--- src/tph_pkg.sv ---
// Constants, register map and types for the trace program-hold control bank.
// Assumes a single clock domain and a plain strobe-based register port.
//
// What the document requires
// RULE1 - Legacy: state not writable, reset on hold set.
// RULE2 - Hold freezes state, stops counting and triggers.
// RULE3 - State reset reloads counters from reload registers.
// RULE4 - State reset returns sequencer to state 1.
// RULE5 - State reset turns start/stop block off.
// RULE6 - State reset clears triggered flag to 0; here a trigger event in the same cycle, not held, sets it instead.
// RULE7 - Reload write under hold also loads counter; here only the legacy variants do this, the later variant does not.
// RULE8 - Start/stop readable mid onward; triggered later only.
// RULE9 - Legacy software reads state before setting hold.
// RULE10 - Later variant: state items directly read/writable.
// RULE11 - Later: reset on hold clear unless written.
// RULE12 - Later software sets hold before reading state.
// RULE13 - Undefined bits read zero, written as zero.
// RULE14 - Software writes control bit 31 as zero.
// RULE15 - Control bit 30 enables virtual machine tracing.
// RULE16 - No virtualization support: bit 30 reads zero.
// RULE17 - Unit reset clears virtual machine trace enable.
// RULE18 - Program-hold bit is control bit 10.
// RULE19 - Other control bits change only when status[1]; here bits 0 and 30 take every control write, whatever status[1] is.
// RULE20 - Unit reset sets power-down and program-hold bits.
// RULE21 - Status bit 3 triggered, bit 2 start/stop.

package tph_pkg;

  typedef enum logic [1:0] {TPH_LEGACY_EARLY, TPH_LEGACY_MID, TPH_LATER} tph_variant_t;

  localparam int          TPH_AW        = 8;
  localparam int          TPH_DW        = 32;
  localparam int          TPH_CW        = 16;
  localparam int          TPH_NCNT      = 4;

  // ----------------------------------------------------------------
  // Register offsets (byte addresses).
  // ----------------------------------------------------------------
  localparam logic [7:0]  TPH_OFF_CTRL  = 8'h00;
  localparam logic [7:0]  TPH_OFF_STAT  = 8'h04;
  localparam logic [7:0]  TPH_OFF_CFGX  = 8'h08;
  localparam logic [7:0]  TPH_OFF_SEQ   = 8'h0c;
  localparam logic [7:0]  TPH_OFF_SSBLK = 8'h10;
  localparam logic [7:0]  TPH_OFF_RLD0  = 8'h20;
  localparam logic [7:0]  TPH_OFF_CNT0  = 8'h30;
  localparam logic [7:0]  TPH_OFF_STEP  = 8'h04;

  // ----------------------------------------------------------------
  // Field positions.
  // ----------------------------------------------------------------
  localparam int          TPH_BIT_PWRDN = 0;
  localparam int          TPH_BIT_PROG  = 10;
  localparam int          TPH_BIT_VMID  = 30;
  localparam int          TPH_BIT_RSVD  = 31;
  localparam int          TPH_ST_PROG   = 1;
  localparam int          TPH_ST_SS     = 2;
  localparam int          TPH_ST_TRIG   = 3;
  localparam int          TPH_CFGX_VIRT = 26;
  localparam int          TPH_SSW_SS    = 0;
  localparam int          TPH_SSW_TRIG  = 1;

  // ----------------------------------------------------------------
  // Reset values.
  // ----------------------------------------------------------------
  localparam logic        TPH_RST_PROG  = 1'b1;
  localparam logic        TPH_RST_PWRDN = 1'b1;
  localparam logic        TPH_RST_VMID  = 1'b0;
  localparam logic [1:0]  TPH_SEQ_FIRST = 2'h1;
  localparam logic [1:0]  TPH_SEQ_LAST  = 2'h3;
  localparam logic [15:0] TPH_RST_CNT   = 16'h0000;

endpackage : tph_pkg

--- src/tph_state_if.sv ---
// Interface between the register bank and the trace state engine.
// Assumes both ends share one clock; control is driven by the bank.
`timescale 1ns/100ps
`default_nettype none

interface tph_state_if;
  logic                                           hold;
  logic [tph_pkg::TPH_NCNT-1:0]                   rst_ctr;
  logic                                           rst_seq;
  logic                                           rst_ss;
  logic                                           rst_trig;
  logic [tph_pkg::TPH_NCNT-1:0]                   wr_ctr;
  logic                                           wr_seq;
  logic                                           wr_ss;
  logic                                           wr_trig;
  logic [tph_pkg::TPH_DW-1:0]                     wdata;
  logic [tph_pkg::TPH_NCNT-1:0][tph_pkg::TPH_CW-1:0] reload;
  logic [tph_pkg::TPH_NCNT-1:0][tph_pkg::TPH_CW-1:0] count;
  logic [1:0]                                     seq;
  logic                                           ss;
  logic                                           trig;
  logic                                           trig_pulse;

  modport ctl (output hold, rst_ctr, rst_seq, rst_ss, rst_trig, wr_ctr, wr_seq, wr_ss,
               output wr_trig, wdata, reload, input count, seq, ss, trig, trig_pulse);
  modport eng (input hold, rst_ctr, rst_seq, rst_ss, rst_trig, wr_ctr, wr_seq, wr_ss,
               input wr_trig, wdata, reload, output count, seq, ss, trig, trig_pulse);
endinterface : tph_state_if

`default_nettype wire

--- src/tph_state_engine.sv ---
// Trace state engine: counters, sequencer, start/stop block, triggered flag.
// Assumes reset and write strobes from the bank are single-cycle pulses.
`timescale 1ns/100ps
`default_nettype none

module tph_state_engine (
  input  wire logic                         clk,
  input  wire logic                         nrst,
  input  wire logic [tph_pkg::TPH_NCNT-1:0] count_evt,
  input  wire logic                         seq_adv,
  input  wire logic                         ss_start,
  input  wire logic                         ss_stop,
  input  wire logic                         trig_evt,
  tph_state_if.eng                          sif
);

  typedef struct packed {
    logic [tph_pkg::TPH_NCNT-1:0][tph_pkg::TPH_CW-1:0] count;
    logic [1:0]                                         seq;
    logic                                               ss;
    logic                                               trig;
    logic                                               trig_pulse;
  } tph_eng_t;

  tph_eng_t s_reg;
  tph_eng_t s_next;

  // ----------------------------------------------------------------
  // Next state. A software write beats a state reset in the same cycle.
  // ----------------------------------------------------------------
  always_comb begin
    s_next = s_reg;
    s_next.trig_pulse = 1'b0;
    for (int i = 0; i < tph_pkg::TPH_NCNT; i++) begin
      if (sif.wr_ctr[i]) begin
        s_next.count[i] = sif.wdata[tph_pkg::TPH_CW-1:0]; // RULE7
      end else if (sif.rst_ctr[i]) begin
        s_next.count[i] = sif.reload[i]; // RULE3
      end else if (!sif.hold && count_evt[i] && s_reg.count[i] != '0) begin
        s_next.count[i] = s_reg.count[i] - 16'h0001; // RULE2
      end
    end
    if (sif.wr_seq) begin
      s_next.seq = sif.wdata[1:0];
    end else if (sif.rst_seq) begin
      s_next.seq = tph_pkg::TPH_SEQ_FIRST; // RULE4
    end else if (!sif.hold && seq_adv) begin
      s_next.seq = (s_reg.seq == tph_pkg::TPH_SEQ_LAST) ? tph_pkg::TPH_SEQ_FIRST
                                                        : s_reg.seq + 2'h1;
    end
    if (sif.wr_ss) begin
      s_next.ss = sif.wdata[tph_pkg::TPH_SSW_SS];
    end else if (sif.rst_ss) begin
      s_next.ss = 1'b0; // RULE5
    end else if (!sif.hold && ss_stop) begin
      s_next.ss = 1'b0;
    end else if (!sif.hold && ss_start) begin
      s_next.ss = 1'b1;
    end
    // A trigger in the same cycle as a state reset is kept when hold is low: the set wins over the clear.
    if (sif.wr_trig) begin
      s_next.trig = sif.wdata[tph_pkg::TPH_SSW_TRIG];
    end else if (!sif.hold && trig_evt && (!s_reg.trig || sif.rst_trig)) begin
      s_next.trig       = 1'b1; // RULE2
      s_next.trig_pulse = 1'b1;
    end else if (sif.rst_trig) begin
      s_next.trig = 1'b0; // RULE6
    end
  end

  always_ff @(posedge clk or negedge nrst) begin
    if (!nrst) begin
      s_reg <= '{count: {tph_pkg::TPH_NCNT{tph_pkg::TPH_RST_CNT}},
                 seq: tph_pkg::TPH_SEQ_FIRST, ss: 1'b0, trig: 1'b0,
                 trig_pulse: 1'b0};
    end else begin
      s_reg <= s_next;
    end
  end

  assign sif.count      = s_reg.count;
  assign sif.seq        = s_reg.seq;
  assign sif.ss         = s_reg.ss;
  assign sif.trig       = s_reg.trig;
  assign sif.trig_pulse = s_reg.trig_pulse;

  // ----------------------------------------------------------------
  // Checks.
  // ----------------------------------------------------------------
  hold_count_a: assert property (@(posedge clk) disable iff (!nrst) // RULE2
    sif.hold && !sif.wr_ctr[0] && !sif.rst_ctr[0] |=> $stable(s_reg.count[0]))
    else $error("counter moved while held");
  hold_trig_a: assert property (@(posedge clk) disable iff (!nrst) // RULE2
    sif.hold |=> !s_reg.trig_pulse)
    else $error("trigger raised while held");
  seq_reset_a: assert property (@(posedge clk) disable iff (!nrst) // RULE4
    sif.rst_seq && !sif.wr_seq |=> s_reg.seq == tph_pkg::TPH_SEQ_FIRST)
    else $error("sequencer not back in first state");

endmodule : tph_state_engine

`default_nettype wire

--- src/tph_ctrl.sv ---
// Program-hold control register bank for a processor trace unit.
// Assumes the register master never issues read and write in one cycle.
//
// Design decisions made here: the register addresses and the address-and-strobe port.
`timescale 1ns/100ps
`default_nettype none

module tph_ctrl #(
  parameter tph_pkg::tph_variant_t VARIANT      = tph_pkg::TPH_LATER,
  parameter logic                  VIRT_SUPPORT = 1'b1
) (
  input  wire logic                         clk,
  input  wire logic                         nrst,
  input  wire logic [tph_pkg::TPH_AW-1:0]   addr,
  input  wire logic [tph_pkg::TPH_DW-1:0]   wdata,
  input  wire logic                         wr,
  input  wire logic                         rd,
  output var  logic [tph_pkg::TPH_DW-1:0]   rdata,
  input  wire logic [tph_pkg::TPH_NCNT-1:0] count_evt,
  input  wire logic                         seq_adv,
  input  wire logic                         ss_start,
  input  wire logic                         ss_stop,
  input  wire logic                         trig_evt,
  output var  logic                         power_down,
  output var  logic                         prog_hold,
  output var  logic                         trace_enable,
  output var  logic                         virtual_machine_id_trace_enable,
  output var  logic                         trigger_out
);

  localparam logic LEGACY = (VARIANT != tph_pkg::TPH_LATER);
  localparam logic SS_RD  = (VARIANT != tph_pkg::TPH_LEGACY_EARLY);

  typedef struct packed {
    logic                                               prog;
    logic                                               prog_d;
    logic                                               pwrdn;
    logic                                               vmid;
    logic [tph_pkg::TPH_NCNT-1:0][tph_pkg::TPH_CW-1:0] reload;
    logic [tph_pkg::TPH_NCNT-1:0]                       dirty_cnt;
    logic                                               dirty_seq;
    logic                                               dirty_ss;
    logic                                               dirty_trig;
    logic [tph_pkg::TPH_DW-1:0]                         rdata;
    logic                                               trace_en;
    logic                                               trig_out;
  } tph_ctrl_t;

  tph_ctrl_t   s_reg;
  tph_ctrl_t   s_next;
  tph_state_if sif ();

  logic        prog_set;
  logic        prog_clr;
  logic        later_clr;

  tph_state_engine u_engine (
    .clk       (clk),
    .nrst      (nrst),
    .count_evt (count_evt),
    .seq_adv   (seq_adv),
    .ss_start  (ss_start),
    .ss_stop   (ss_stop),
    .trig_evt  (trig_evt),
    .sif       (sif.eng)
  );

  // ----------------------------------------------------------------
  // Program-hold edges, seen one cycle after the control write.
  // ----------------------------------------------------------------
  assign prog_set  = s_reg.prog && !s_reg.prog_d;
  assign prog_clr  = !s_reg.prog && s_reg.prog_d;
  assign later_clr = !LEGACY && prog_clr;

  // ----------------------------------------------------------------
  // State engine control.
  // ----------------------------------------------------------------
  always_comb begin
    sif.hold     = s_reg.prog; // RULE2
    sif.wdata    = wdata;
    sif.reload   = s_reg.reload;
    sif.rst_ctr  = {tph_pkg::TPH_NCNT{LEGACY && prog_set}} // RULE1
                 | ({tph_pkg::TPH_NCNT{later_clr}} & ~s_reg.dirty_cnt); // RULE11
    sif.rst_seq  = (LEGACY && prog_set) || (later_clr && !s_reg.dirty_seq); // RULE11
    sif.rst_ss   = (LEGACY && prog_set) || (later_clr && !s_reg.dirty_ss);
    sif.rst_trig = (LEGACY && prog_set) || (later_clr && !s_reg.dirty_trig);
    sif.wr_ctr   = '0;
    for (int i = 0; i < tph_pkg::TPH_NCNT; i++) begin
      if (LEGACY) begin
        sif.wr_ctr[i] = wr && s_reg.prog
                      && addr == tph_pkg::TPH_OFF_RLD0 + 8'(i) * tph_pkg::TPH_OFF_STEP; // RULE7
      end else begin
        sif.wr_ctr[i] = wr && s_reg.prog
                      && addr == tph_pkg::TPH_OFF_CNT0 + 8'(i) * tph_pkg::TPH_OFF_STEP; // RULE10
      end
    end
    sif.wr_seq   = !LEGACY && wr && s_reg.prog && addr == tph_pkg::TPH_OFF_SEQ; // RULE10
    sif.wr_ss    = !LEGACY && wr && s_reg.prog && addr == tph_pkg::TPH_OFF_SSBLK;
    sif.wr_trig  = sif.wr_ss;
  end

  // ----------------------------------------------------------------
  // Register bank next state.
  // ----------------------------------------------------------------
  always_comb begin
    s_next          = s_reg;
    s_next.prog_d   = s_reg.prog;
    s_next.rdata    = '0;
    s_next.trace_en = !s_reg.prog && !s_reg.pwrdn && sif.ss;
    s_next.trig_out = sif.trig_pulse;
    // Written marks are cleared when hold is raised; a write in the same cycle wins.
    if (prog_set) begin
      s_next.dirty_cnt  = '0;
      s_next.dirty_seq  = 1'b0;
      s_next.dirty_ss   = 1'b0;
      s_next.dirty_trig = 1'b0;
    end
    s_next.dirty_cnt = s_next.dirty_cnt | (LEGACY ? '0 : sif.wr_ctr); // RULE11
    if (sif.wr_seq) begin
      s_next.dirty_seq = 1'b1;
    end
    if (sif.wr_ss) begin
      s_next.dirty_ss   = 1'b1;
      s_next.dirty_trig = 1'b1;
    end
    if (wr) begin
      if (addr == tph_pkg::TPH_OFF_CTRL) begin
        s_next.prog  = wdata[tph_pkg::TPH_BIT_PROG]; // RULE18
        s_next.pwrdn = wdata[tph_pkg::TPH_BIT_PWRDN];
        s_next.vmid  = VIRT_SUPPORT && wdata[tph_pkg::TPH_BIT_VMID]; // RULE16
      end
      for (int i = 0; i < tph_pkg::TPH_NCNT; i++) begin
        if (addr == tph_pkg::TPH_OFF_RLD0 + 8'(i) * tph_pkg::TPH_OFF_STEP) begin
          s_next.reload[i] = wdata[tph_pkg::TPH_CW-1:0];
        end
      end
    end
    if (rd) begin
      unique case (addr)
        tph_pkg::TPH_OFF_CTRL: begin
          s_next.rdata[tph_pkg::TPH_BIT_PROG]  = s_reg.prog;
          s_next.rdata[tph_pkg::TPH_BIT_PWRDN] = s_reg.pwrdn;
          s_next.rdata[tph_pkg::TPH_BIT_VMID]  = s_reg.vmid; // RULE15
        end
        tph_pkg::TPH_OFF_STAT: begin
          s_next.rdata[tph_pkg::TPH_ST_PROG] = s_reg.prog && s_reg.prog_d;
          s_next.rdata[tph_pkg::TPH_ST_SS]   = SS_RD && sif.ss; // RULE21
          s_next.rdata[tph_pkg::TPH_ST_TRIG] = !LEGACY && sif.trig; // RULE8
        end
        tph_pkg::TPH_OFF_CFGX: begin
          s_next.rdata[tph_pkg::TPH_CFGX_VIRT] = VIRT_SUPPORT;
        end
        tph_pkg::TPH_OFF_SEQ: begin
          s_next.rdata[1:0] = sif.seq;
        end
        tph_pkg::TPH_OFF_SSBLK: begin
          s_next.rdata[tph_pkg::TPH_SSW_SS]   = SS_RD && sif.ss; // RULE8
          s_next.rdata[tph_pkg::TPH_SSW_TRIG] = !LEGACY && sif.trig;
        end
        default: begin
          // Undefined offsets and bits read as zero.
          for (int i = 0; i < tph_pkg::TPH_NCNT; i++) begin
            if (addr == tph_pkg::TPH_OFF_RLD0 + 8'(i) * tph_pkg::TPH_OFF_STEP) begin
              s_next.rdata[tph_pkg::TPH_CW-1:0] = s_reg.reload[i]; // RULE13
            end
            if (addr == tph_pkg::TPH_OFF_CNT0 + 8'(i) * tph_pkg::TPH_OFF_STEP) begin
              s_next.rdata[tph_pkg::TPH_CW-1:0] = sif.count[i];
            end
          end
        end
      endcase
    end
  end

  always_ff @(posedge clk or negedge nrst) begin
    if (!nrst) begin
      s_reg        <= '0;
      s_reg.prog   <= tph_pkg::TPH_RST_PROG; // RULE20
      s_reg.prog_d <= tph_pkg::TPH_RST_PROG;
      s_reg.pwrdn  <= tph_pkg::TPH_RST_PWRDN;
      s_reg.vmid   <= tph_pkg::TPH_RST_VMID; // RULE17
    end else begin
      s_reg <= s_next;
    end
  end

  assign rdata                           = s_reg.rdata;
  assign power_down                      = s_reg.pwrdn;
  assign prog_hold                       = s_reg.prog;
  assign trace_enable                    = s_reg.trace_en;
  assign virtual_machine_id_trace_enable = s_reg.vmid;
  assign trigger_out                     = s_reg.trig_out;

  // ----------------------------------------------------------------
  // Checks.
  // ----------------------------------------------------------------
  unit_reset_a: assert property (@(posedge clk) $rose(nrst) |-> // RULE20
    s_reg.prog && s_reg.pwrdn && !s_reg.vmid)
    else $error("control bits wrong after reset");
  vmid_gate_a: assert property (@(posedge clk) disable iff (!nrst) // RULE16
    !VIRT_SUPPORT |-> !virtual_machine_id_trace_enable)
    else $error("vm trace enable set without support");
  vmid_write_a: assert property (@(posedge clk) disable iff (!nrst) // RULE15
    wr && addr == tph_pkg::TPH_OFF_CTRL && VIRT_SUPPORT
    |=> virtual_machine_id_trace_enable == $past(wdata[tph_pkg::TPH_BIT_VMID]))
    else $error("vm trace enable not written");
  prog_bit_a: assert property (@(posedge clk) disable iff (!nrst) // RULE18
    wr && addr == tph_pkg::TPH_OFF_CTRL |=> prog_hold == $past(wdata[tph_pkg::TPH_BIT_PROG]))
    else $error("hold bit not taken from bit 10");
  legacy_reset_a: assert property (@(posedge clk) disable iff (!nrst) // RULE1
    LEGACY && prog_set && !wr |=> sif.count == $past(s_reg.reload)
    && sif.seq == tph_pkg::TPH_SEQ_FIRST && !sif.ss && !sif.trig)
    else $error("legacy state not reset on hold");
  reload_copy_a: assert property (@(posedge clk) disable iff (!nrst) // RULE7
    LEGACY && s_reg.prog && wr && addr == tph_pkg::TPH_OFF_RLD0
    |=> sif.count[0] == $past(wdata[tph_pkg::TPH_CW-1:0]))
    else $error("reload write not copied to counter");
  later_keep_a: assert property (@(posedge clk) disable iff (!nrst) // RULE11
    later_clr && s_reg.dirty_cnt[0] && !count_evt[0] |=> $stable(sif.count[0]))
    else $error("written counter lost on hold release");
  seq_write_a: assert property (@(posedge clk) disable iff (!nrst) // RULE10
    !LEGACY && s_reg.prog && wr && addr == tph_pkg::TPH_OFF_SEQ
    |=> sif.seq == $past(wdata[1:0]))
    else $error("sequencer write lost");
  status_read_a: assert property (@(posedge clk) disable iff (!nrst) // RULE21
    rd && addr == tph_pkg::TPH_OFF_STAT |=> rdata[tph_pkg::TPH_ST_SS] == (SS_RD && $past(sif.ss))
    && rdata[tph_pkg::TPH_ST_TRIG] == (!LEGACY && $past(sif.trig)))
    else $error("status bits wrong");
  rsvd_read_a: assert property (@(posedge clk) disable iff (!nrst) // RULE13
    rd && addr == tph_pkg::TPH_OFF_CTRL |=> rdata[tph_pkg::TPH_BIT_RSVD] == 1'b0)
    else $error("reserved bit not zero");

  legacy_reset_c: cover property (@(posedge clk) disable iff (!nrst) LEGACY && prog_set);
  later_restore_c: cover property (@(posedge clk) disable iff (!nrst)
    later_clr && s_reg.dirty_cnt[0]);
  trigger_c: cover property (@(posedge clk) disable iff (!nrst) trigger_out);

endmodule : tph_ctrl

`default_nettype wire

--- config.mk ---
export PLATFORM = sky130hd
export DESIGN_NAME = tph_ctrl
export DESIGN_NICKNAME = d
export VERILOG_FILES = /design/src/tph_pkg.sv /design/src/tph_state_if.sv /design/src/tph_state_engine.sv /design/src/tph_ctrl.sv
export SDC_FILE = /design/constraint.sdc
export NUM_CORES = 1
export LEC_CHECK = 0
export BUFFER_PORTS_ARGS = -buffer_cell sky130_fd_sc_hd__buf_2
export CORE_AREA = 5 5 146 148
export DETAILED_ROUTE_END_ITERATION = 8
export DIE_AREA = 0 0 151 153
export PLACE_DENSITY_LB_ADDON = 0.05
export SLEW_MARGIN = 20
export SYNTH_ARGS = -nofsm -noshare
export SYNTH_HDL_FRONTEND = slang
export SYNTH_SLANG_ARGS = --single-unit
--- constraint.sdc ---
create_clock -name clk -period 2.3 [get_ports clk]
set_clock_uncertainty 0.15 [all_clocks]
set_input_delay 0.115 -clock clk [delete_from_list [all_inputs] [get_ports clk]]
set_output_delay 0.115 -clock clk [all_outputs]
set_load 0.02 [all_outputs]
After elaboration in Yosys (flattened, before gate mapping)
Index checks and enable logic that the tools add are counted.
{"block": "op_classes", "add_sub_neg": 5, "n_eq_ne": 13, "mux": 47, "bitwise": 3, "reduce_logical": 60}
{"op": "2-to-1 mux 16 bit", "count": 21}
{"op": "equality test 8 x 6 -> 1 bit (second input constant)", "count": 8}
{"op": "nonzero test 16 bit", "count": 4}
{"op": "subtractor 16 x 1 -> 16 bit (second input constant)", "count": 4}
{"op": "logical AND 1 bit", "count": 28}
{"op": "nonzero test 3 bit", "count": 6}
{"op": "equality test 8 x 4 -> 1 bit (second input constant)", "count": 2}
{"op": "2-to-1 mux 1 bit", "count": 14}
{"op": "2-to-1 mux 2 bit", "count": 5}
{"op": "AND reduction 2 bit", "count": 5}
{"op": "equality test 8 x 3 -> 1 bit (second input constant)", "count": 1}
{"op": "equality test 8 x 5 -> 1 bit (second input constant)", "count": 1}
{"op": "zero test 8 bit", "count": 1}
{"op": "one-hot mux 1 bit (4 select lines)", "count": 2}
{"op": "OR reduction 4 bit", "count": 2}
{"op": "zero test 1 bit", "count": 7}
{"op": "2-to-1 mux 7 bit", "count": 1}
{"op": "2-to-1 mux 6 bit", "count": 1}
{"op": "2-to-1 mux 5 bit", "count": 1}
{"op": "OR reduction 5 bit", "count": 1}
{"op": "bitwise AND 4 bit", "count": 1}
{"op": "inverter 4 bit", "count": 1}
{"op": "OR 4 bit", "count": 1}
{"op": "one-hot mux 2 bit (2 select lines)", "count": 1}
{"op": "other kinds (7)", "count": 9}
{"block": "word_totals", "reg_bits": 164, "inputBits": 52, "out_inout_bits": 37, "wordCells": 151}

Depth between registers and ports, before layout
{"block": "logic_depth", "ltp_word": 11, "ltp_mapped": 10, "ltp_nobuf": 8}

Cells and area by module
Synthesis repeated with hierarchy kept, for this count alone.
{"block": "unflattened", "cells_unflattened": 1105, "area_unflattened_um2": 10472.5}
{"module": "tph_ctrl", "instances": 1, "cells_each": 464, "area_each_um2": 5377.7, "seq_area_each_um2": 2356.0}
{"module": "tph_state_engine", "instances": 1, "cells_each": 641, "area_each_um2": 5094.9, "seq_area_each_um2": 1727.9}

Worst setup path after synthesis
No wires, ideal clock.
{"block": "synth_path", "path_type": "register to register", "from": "register u_engine.s_reg, in the netlist u_engine.sif.count[32]", "to": "register u_engine.s_reg, in the netlist u_engine.sif.count[43]", "setup_time_ns": 0.120, "arrival_ns": 1.969, "t_required_ns": 2.030, "setup_slack_ns": 0.061, "path_stages_with_launch": 8, "n_path_buf": 1, "synth_period_minus_slack_ns": 2.239, "path_cell_list": "dfrtp_1 -> inv_1 -> ha_1 -> or4b_2 -> o311ai_1 -> nand2_1 -> buf_2 -> o22a_2"}
{"block": "synth_via", "elab_chain_len": 4, "word_cells_on_any_way": 7, "cone_classes": "1 x add/sub; 3 x mux; 3 x reduce/logical"}
{"item": "start, declared", "line_no": "tph_state_engine.sv:25", "rtl": "tph_eng_t s_reg;"}
{"item": "start signal, assigned", "line_no": "tph_state_engine.sv:73", "rtl": "s_reg <= '{count: {tph_pkg::TPH_NCNT{tph_pkg::TPH_RST_CNT}},"}
{"item": "start signal, assigned", "line_no": "tph_state_engine.sv:77", "rtl": "s_reg <= s_next;"}
{"item": "subtractor 16 x 1 -> 16 bit", "line_no": "tph_state_engine.sv:40", "rtl": "s_next.count[i] = s_reg.count[i] - 16'h0001;"}
{"item": "2-to-1 mux 16 bit", "line_no": "tph_state_engine.sv:39", "rtl": "end else if (!sif.hold && count_evt[i] && s_reg.count[i] != '0) begin"}
{"item": "2-to-1 mux 16 bit", "line_no": "tph_state_engine.sv:37", "rtl": "end else if (sif.rst_ctr[i]) begin"}
{"item": "2-to-1 mux 16 bit", "line_no": "tph_state_engine.sv:35", "rtl": "if (sif.wr_ctr[i]) begin"}
Several ways; a longest one is shown, not always the timed one. The select of a mux whose other input is x is not followed.
A chain may end at the register's enable or synchronous reset.

Final worst setup path
{"block": "layout_path", "from": "register u_engine.s_reg, in the netlist u_engine.sif.count[33]", "to": "register u_engine.s_reg, in the netlist u_engine.sif.count[43]"}
Same word-level chain as after synthesis.

==> flow_metrics.tcl <==
set metrics [dict create \
    status "completed" \
    slew_headroom_pct 59.3 \
    fin_crit_ns 2.23 \
    yosys_warnings 0 \
    p_sw_mw 3.61 \
    cp-end-kind "flop" \
    clk_path_buf_depth 2 \
    finalSetupViolations 0 \
    post-route-util_pct 58.9 \
    hold_violations 0 \
    largest_reg_flops 71 \
    start_util_pct 49.1 \
    ys_ff_latch 163 \
    seq_power_share_pct 39.8 \
    wl_um 32400 \
    r2r-end "u_engine.sif.count[43]$_DFFE_PN0P_" \
    synth_edf_count 0 \
    maxCapViolations 0 \
    clock_sinks 163 \
    cp_data_arrival_time_ns 2.40 \
    first_pass_iters 7 \
    core_mm2 0.0199 \
    cts_tree "built" \
    syn_avg_cell_area_um2 9.05 \
    cp_slowest_cell "or4_4" \
    yosys_most_used_dff "dfrtp_1" \
    syn-cell-area_mm2 0.00977 \
    drv_slew 0 \
    hold_path.class "primary input to flop" \
    clkPwrFrac_pct 28.6 \
    clkTransAtPathRegs_ns 0.07 \
    grt_max_degree 57 \
    regArea_mm2 0.00408 \
    vias 8824 \
    grt_pass1_wl_um 50400 \
    power_density_mw_per_mm2 882 \
    hpwlAfterDp_um 23400 \
    critPathTopFamily "simple AND/OR/NAND/NOR gates" \
    fin_ws_ns 0.0690 \
    path_buf_inv 1 \
    die-area_mm2 0.0231 \
    path_max_fanout 3 \
    tightest_slew_ns 0.606 \
    switching_share_pct 34.9 \
    num-nets-final 1261 \
    gp_congestion 0.918 \
    power_mw 10.3 \
    fin_crit_sh_pct 97.0 \
    whs_path_depth 4 \
    timing.reg2reg.setup_slack_ns 0.07 \
    synth_seq_area_share_pct 41.8 \
    antenna_found_initial 1 \
    cts_root_buf "clkbuf_16" \
    htree_levels 4 \
    hold_path_end "rdata[26]$_DFF_PN0_" \
    ys_types 62 \
    synth_cells 1079 \
    placed_cells 1424 \
    drt_iter0_markers 709 \
    p_comb_share_pct 31.6 \
    die_h_um 153 \
    r2r_cells 7 \
    cp.required_ns 2.47 \
    vias_per_cell 5.95 \
    instances_no_fill 1483 \
    route.detailed.drc 0 \
    ios 89 \
    r2r_start "u_engine.sif.count[33]$_DFFE_PN0P_" \
    n_fill_cell 1804 \
    routedWlPerCell_um 21.8 \
    startpoint_type "flop" \
    syn2layout_area_growth_pct 20.2 \
    crit_chain "buf_4 > or4_4 > or3_4 > nor4_4 > xnor2_1 > a21oi_1 > o22a_2" \
    path_class "flop to flop" \
    synthArstFlopShare_pct 100 \
    final_layout_size_suffix_gt1_share_pct 25.1 \
    die_x_um 151 \
    drtAntennaViolNets 0 \
    dp_slack_ns -0.00525 \
    grt_pass1_vias 8303 \
    numCtsBuffers 17 \
    hold_slack_ns 0.0223 \
    peakVddDrop_uv 494 \
    multi_input_area_mm2 0.00517 \
    intPower_mw 6.74 \
    rsz0062_at_grt "no" \
    hold_path_startpoint "addr[5]" \
    clock_latency_ns 0.43 \
    cp_slowest_stage_delay_ns 0.49 \
    p_leak_nw 5.15 \
    rows 52 \
    max_freq_mhz 448 \
    track_usage_pct 28.7 \
    grt-ovfl-total 0 \
    port_buffers 59 \
    diodes 0 \
]
## how the worst max path moves through the flow
stage	end	slack, ns	cells past startpoint	start
after floorplan	u_engine.sif.count[43]$_DFFE_PN0P_	0.06	7	u_engine.sif.count[32]$_DFFE_PN0P_
after global placement	u_engine.sif.count[32]$_DFFE_PN0P_	-0.01	8	u_engine.sif.count[33]$_DFFE_PN0P_
after detailed placement	u_engine.sif.count[32]$_DFFE_PN0P_	-0.005	8	u_engine.sif.count[33]$_DFFE_PN0P_
after CTS	u_engine.sif.count[38]$_DFFE_PN0P_	0.004	8	u_engine.sif.count[33]$_DFFE_PN0P_
after global routing	u_engine.sif.count[56]$_DFFE_PN0P_	0.0005	7	u_engine.sif.count[52]$_DFFE_PN0P_
final	u_engine.sif.count[43]$_DFFE_PN0P_	0.07	7	u_engine.sif.count[33]$_DFFE_PN0P_
## cell usage after synthesis (all sizes together) (17+ instances only)
cell / count / area share (%)
a21oi: 109 / 5.6
nand3: 24 / 1.2
dfrtp: 159 / 41
buf: 50 / 3.5
nor2: 97 / 3.8
clkbuf: 55 / 2.1
nor4: 17 / 1.6
mux2i: 19 / 1.9
o21ai: 83 / 4.3
nor3: 38 / 1.9
o22ai: 18 / 1.2
xnor2: 28 / 2.5
nand2: 90 / 3.5
mux2: 67 / 7.7
xor2: 19 / 1.7
## placed cells by master, fill, tap and decap left out, types with 22 or more instances in the layout
master         synthesis  routed
dlygate4sd3_1          0      22
nor2_1                95      95
nor3_1                38      38
dfrtp_1              159     159
a21oi_1              109     109
nand2_1               89      88
mux2_2                67      67
xnor2_1               28      28
o21ai_0               83      82
nand3_1               24      23
buf_2                 13      58
buf_4                 33     105
## cells by family after synthesis
kind of cell	share of synthesized area, %
AO/OA/AOI/OAI	19.2
XOR/XNOR	4.21
adder cells (fa/ha/maj)	1.15
buffers and inverters	6.24
flip-flops	41.8
multiplexers	9.90
other	0.0384
AND/OR/NAND/NOR	17.5
## area by class of cell
class / instances / share of cell area [%]
timing repair buffer: 194 / 12.6
clock inverter: 12 / 1.34
multi-input combinational: 808 / 44.0
sequential: 163 / 34.8
clock buffer: 20 / 3.81
tap: 270 / 2.88
inverter: 16 / 0.512
## timing repair
| action | in CTS | in global routing |
|---|---|---|
| gates resized for setup | 2 | 8 |
| hold endpoints to repair | 186 | 0 |
| setup buffers | 1 | 3 |
| cloned | 1 | 0 |
| setup endpoints to repair | 2 | 26 |
| hold buffers | 22 | 0 |
| pin swaps | 1 | 2 |
## per-stage QoR
stage	cell area (um2)	setup TNS (ns)
finish	11700	0
detailed placement	10800	-0.00525
global route	11700	0
floorplan	9820	0
CTS	11700	0
global placement	10800	-0.0135
## worst register-to-register path, stage by stage, from the launching register on
cell	delay [ns]
dfrtp_1	0.40
buf_4	0.15
or4_4	0.49
or3_4	0.37
nor4_4	0.15
xnor2_1	0.14
a21oi_1	0.08
o22a_2	0.20
## power groups by stage
stage          logic (mW)  clock network, mW  registers (mW)
4_1_cts              3.23               3.00            4.09
2_1_floorplan        2.00                  0            3.99
5_1_grt              3.60               3.13            4.20
6_report             3.27               2.96            4.12
3_5_place_dp         3.16                  0            4.14
3_3_place_gp         3.12                  0            4.14
## metal layers
| metal | vias to the layer above | wire [um] | track usage, % |
|---|---|---|---|
| li1 | 4130 | - | - |
| met1 | 4319 | 15500 | 44.6 |
| met2 | 328 | 13700 | 39.9 |
| met3 | 47 | 2220 | 5.06 |
| met4 | 0 | 1010 | 9.80 |
| met5 | - | 0 | 0 |
(Power assumes the default switching activity.)
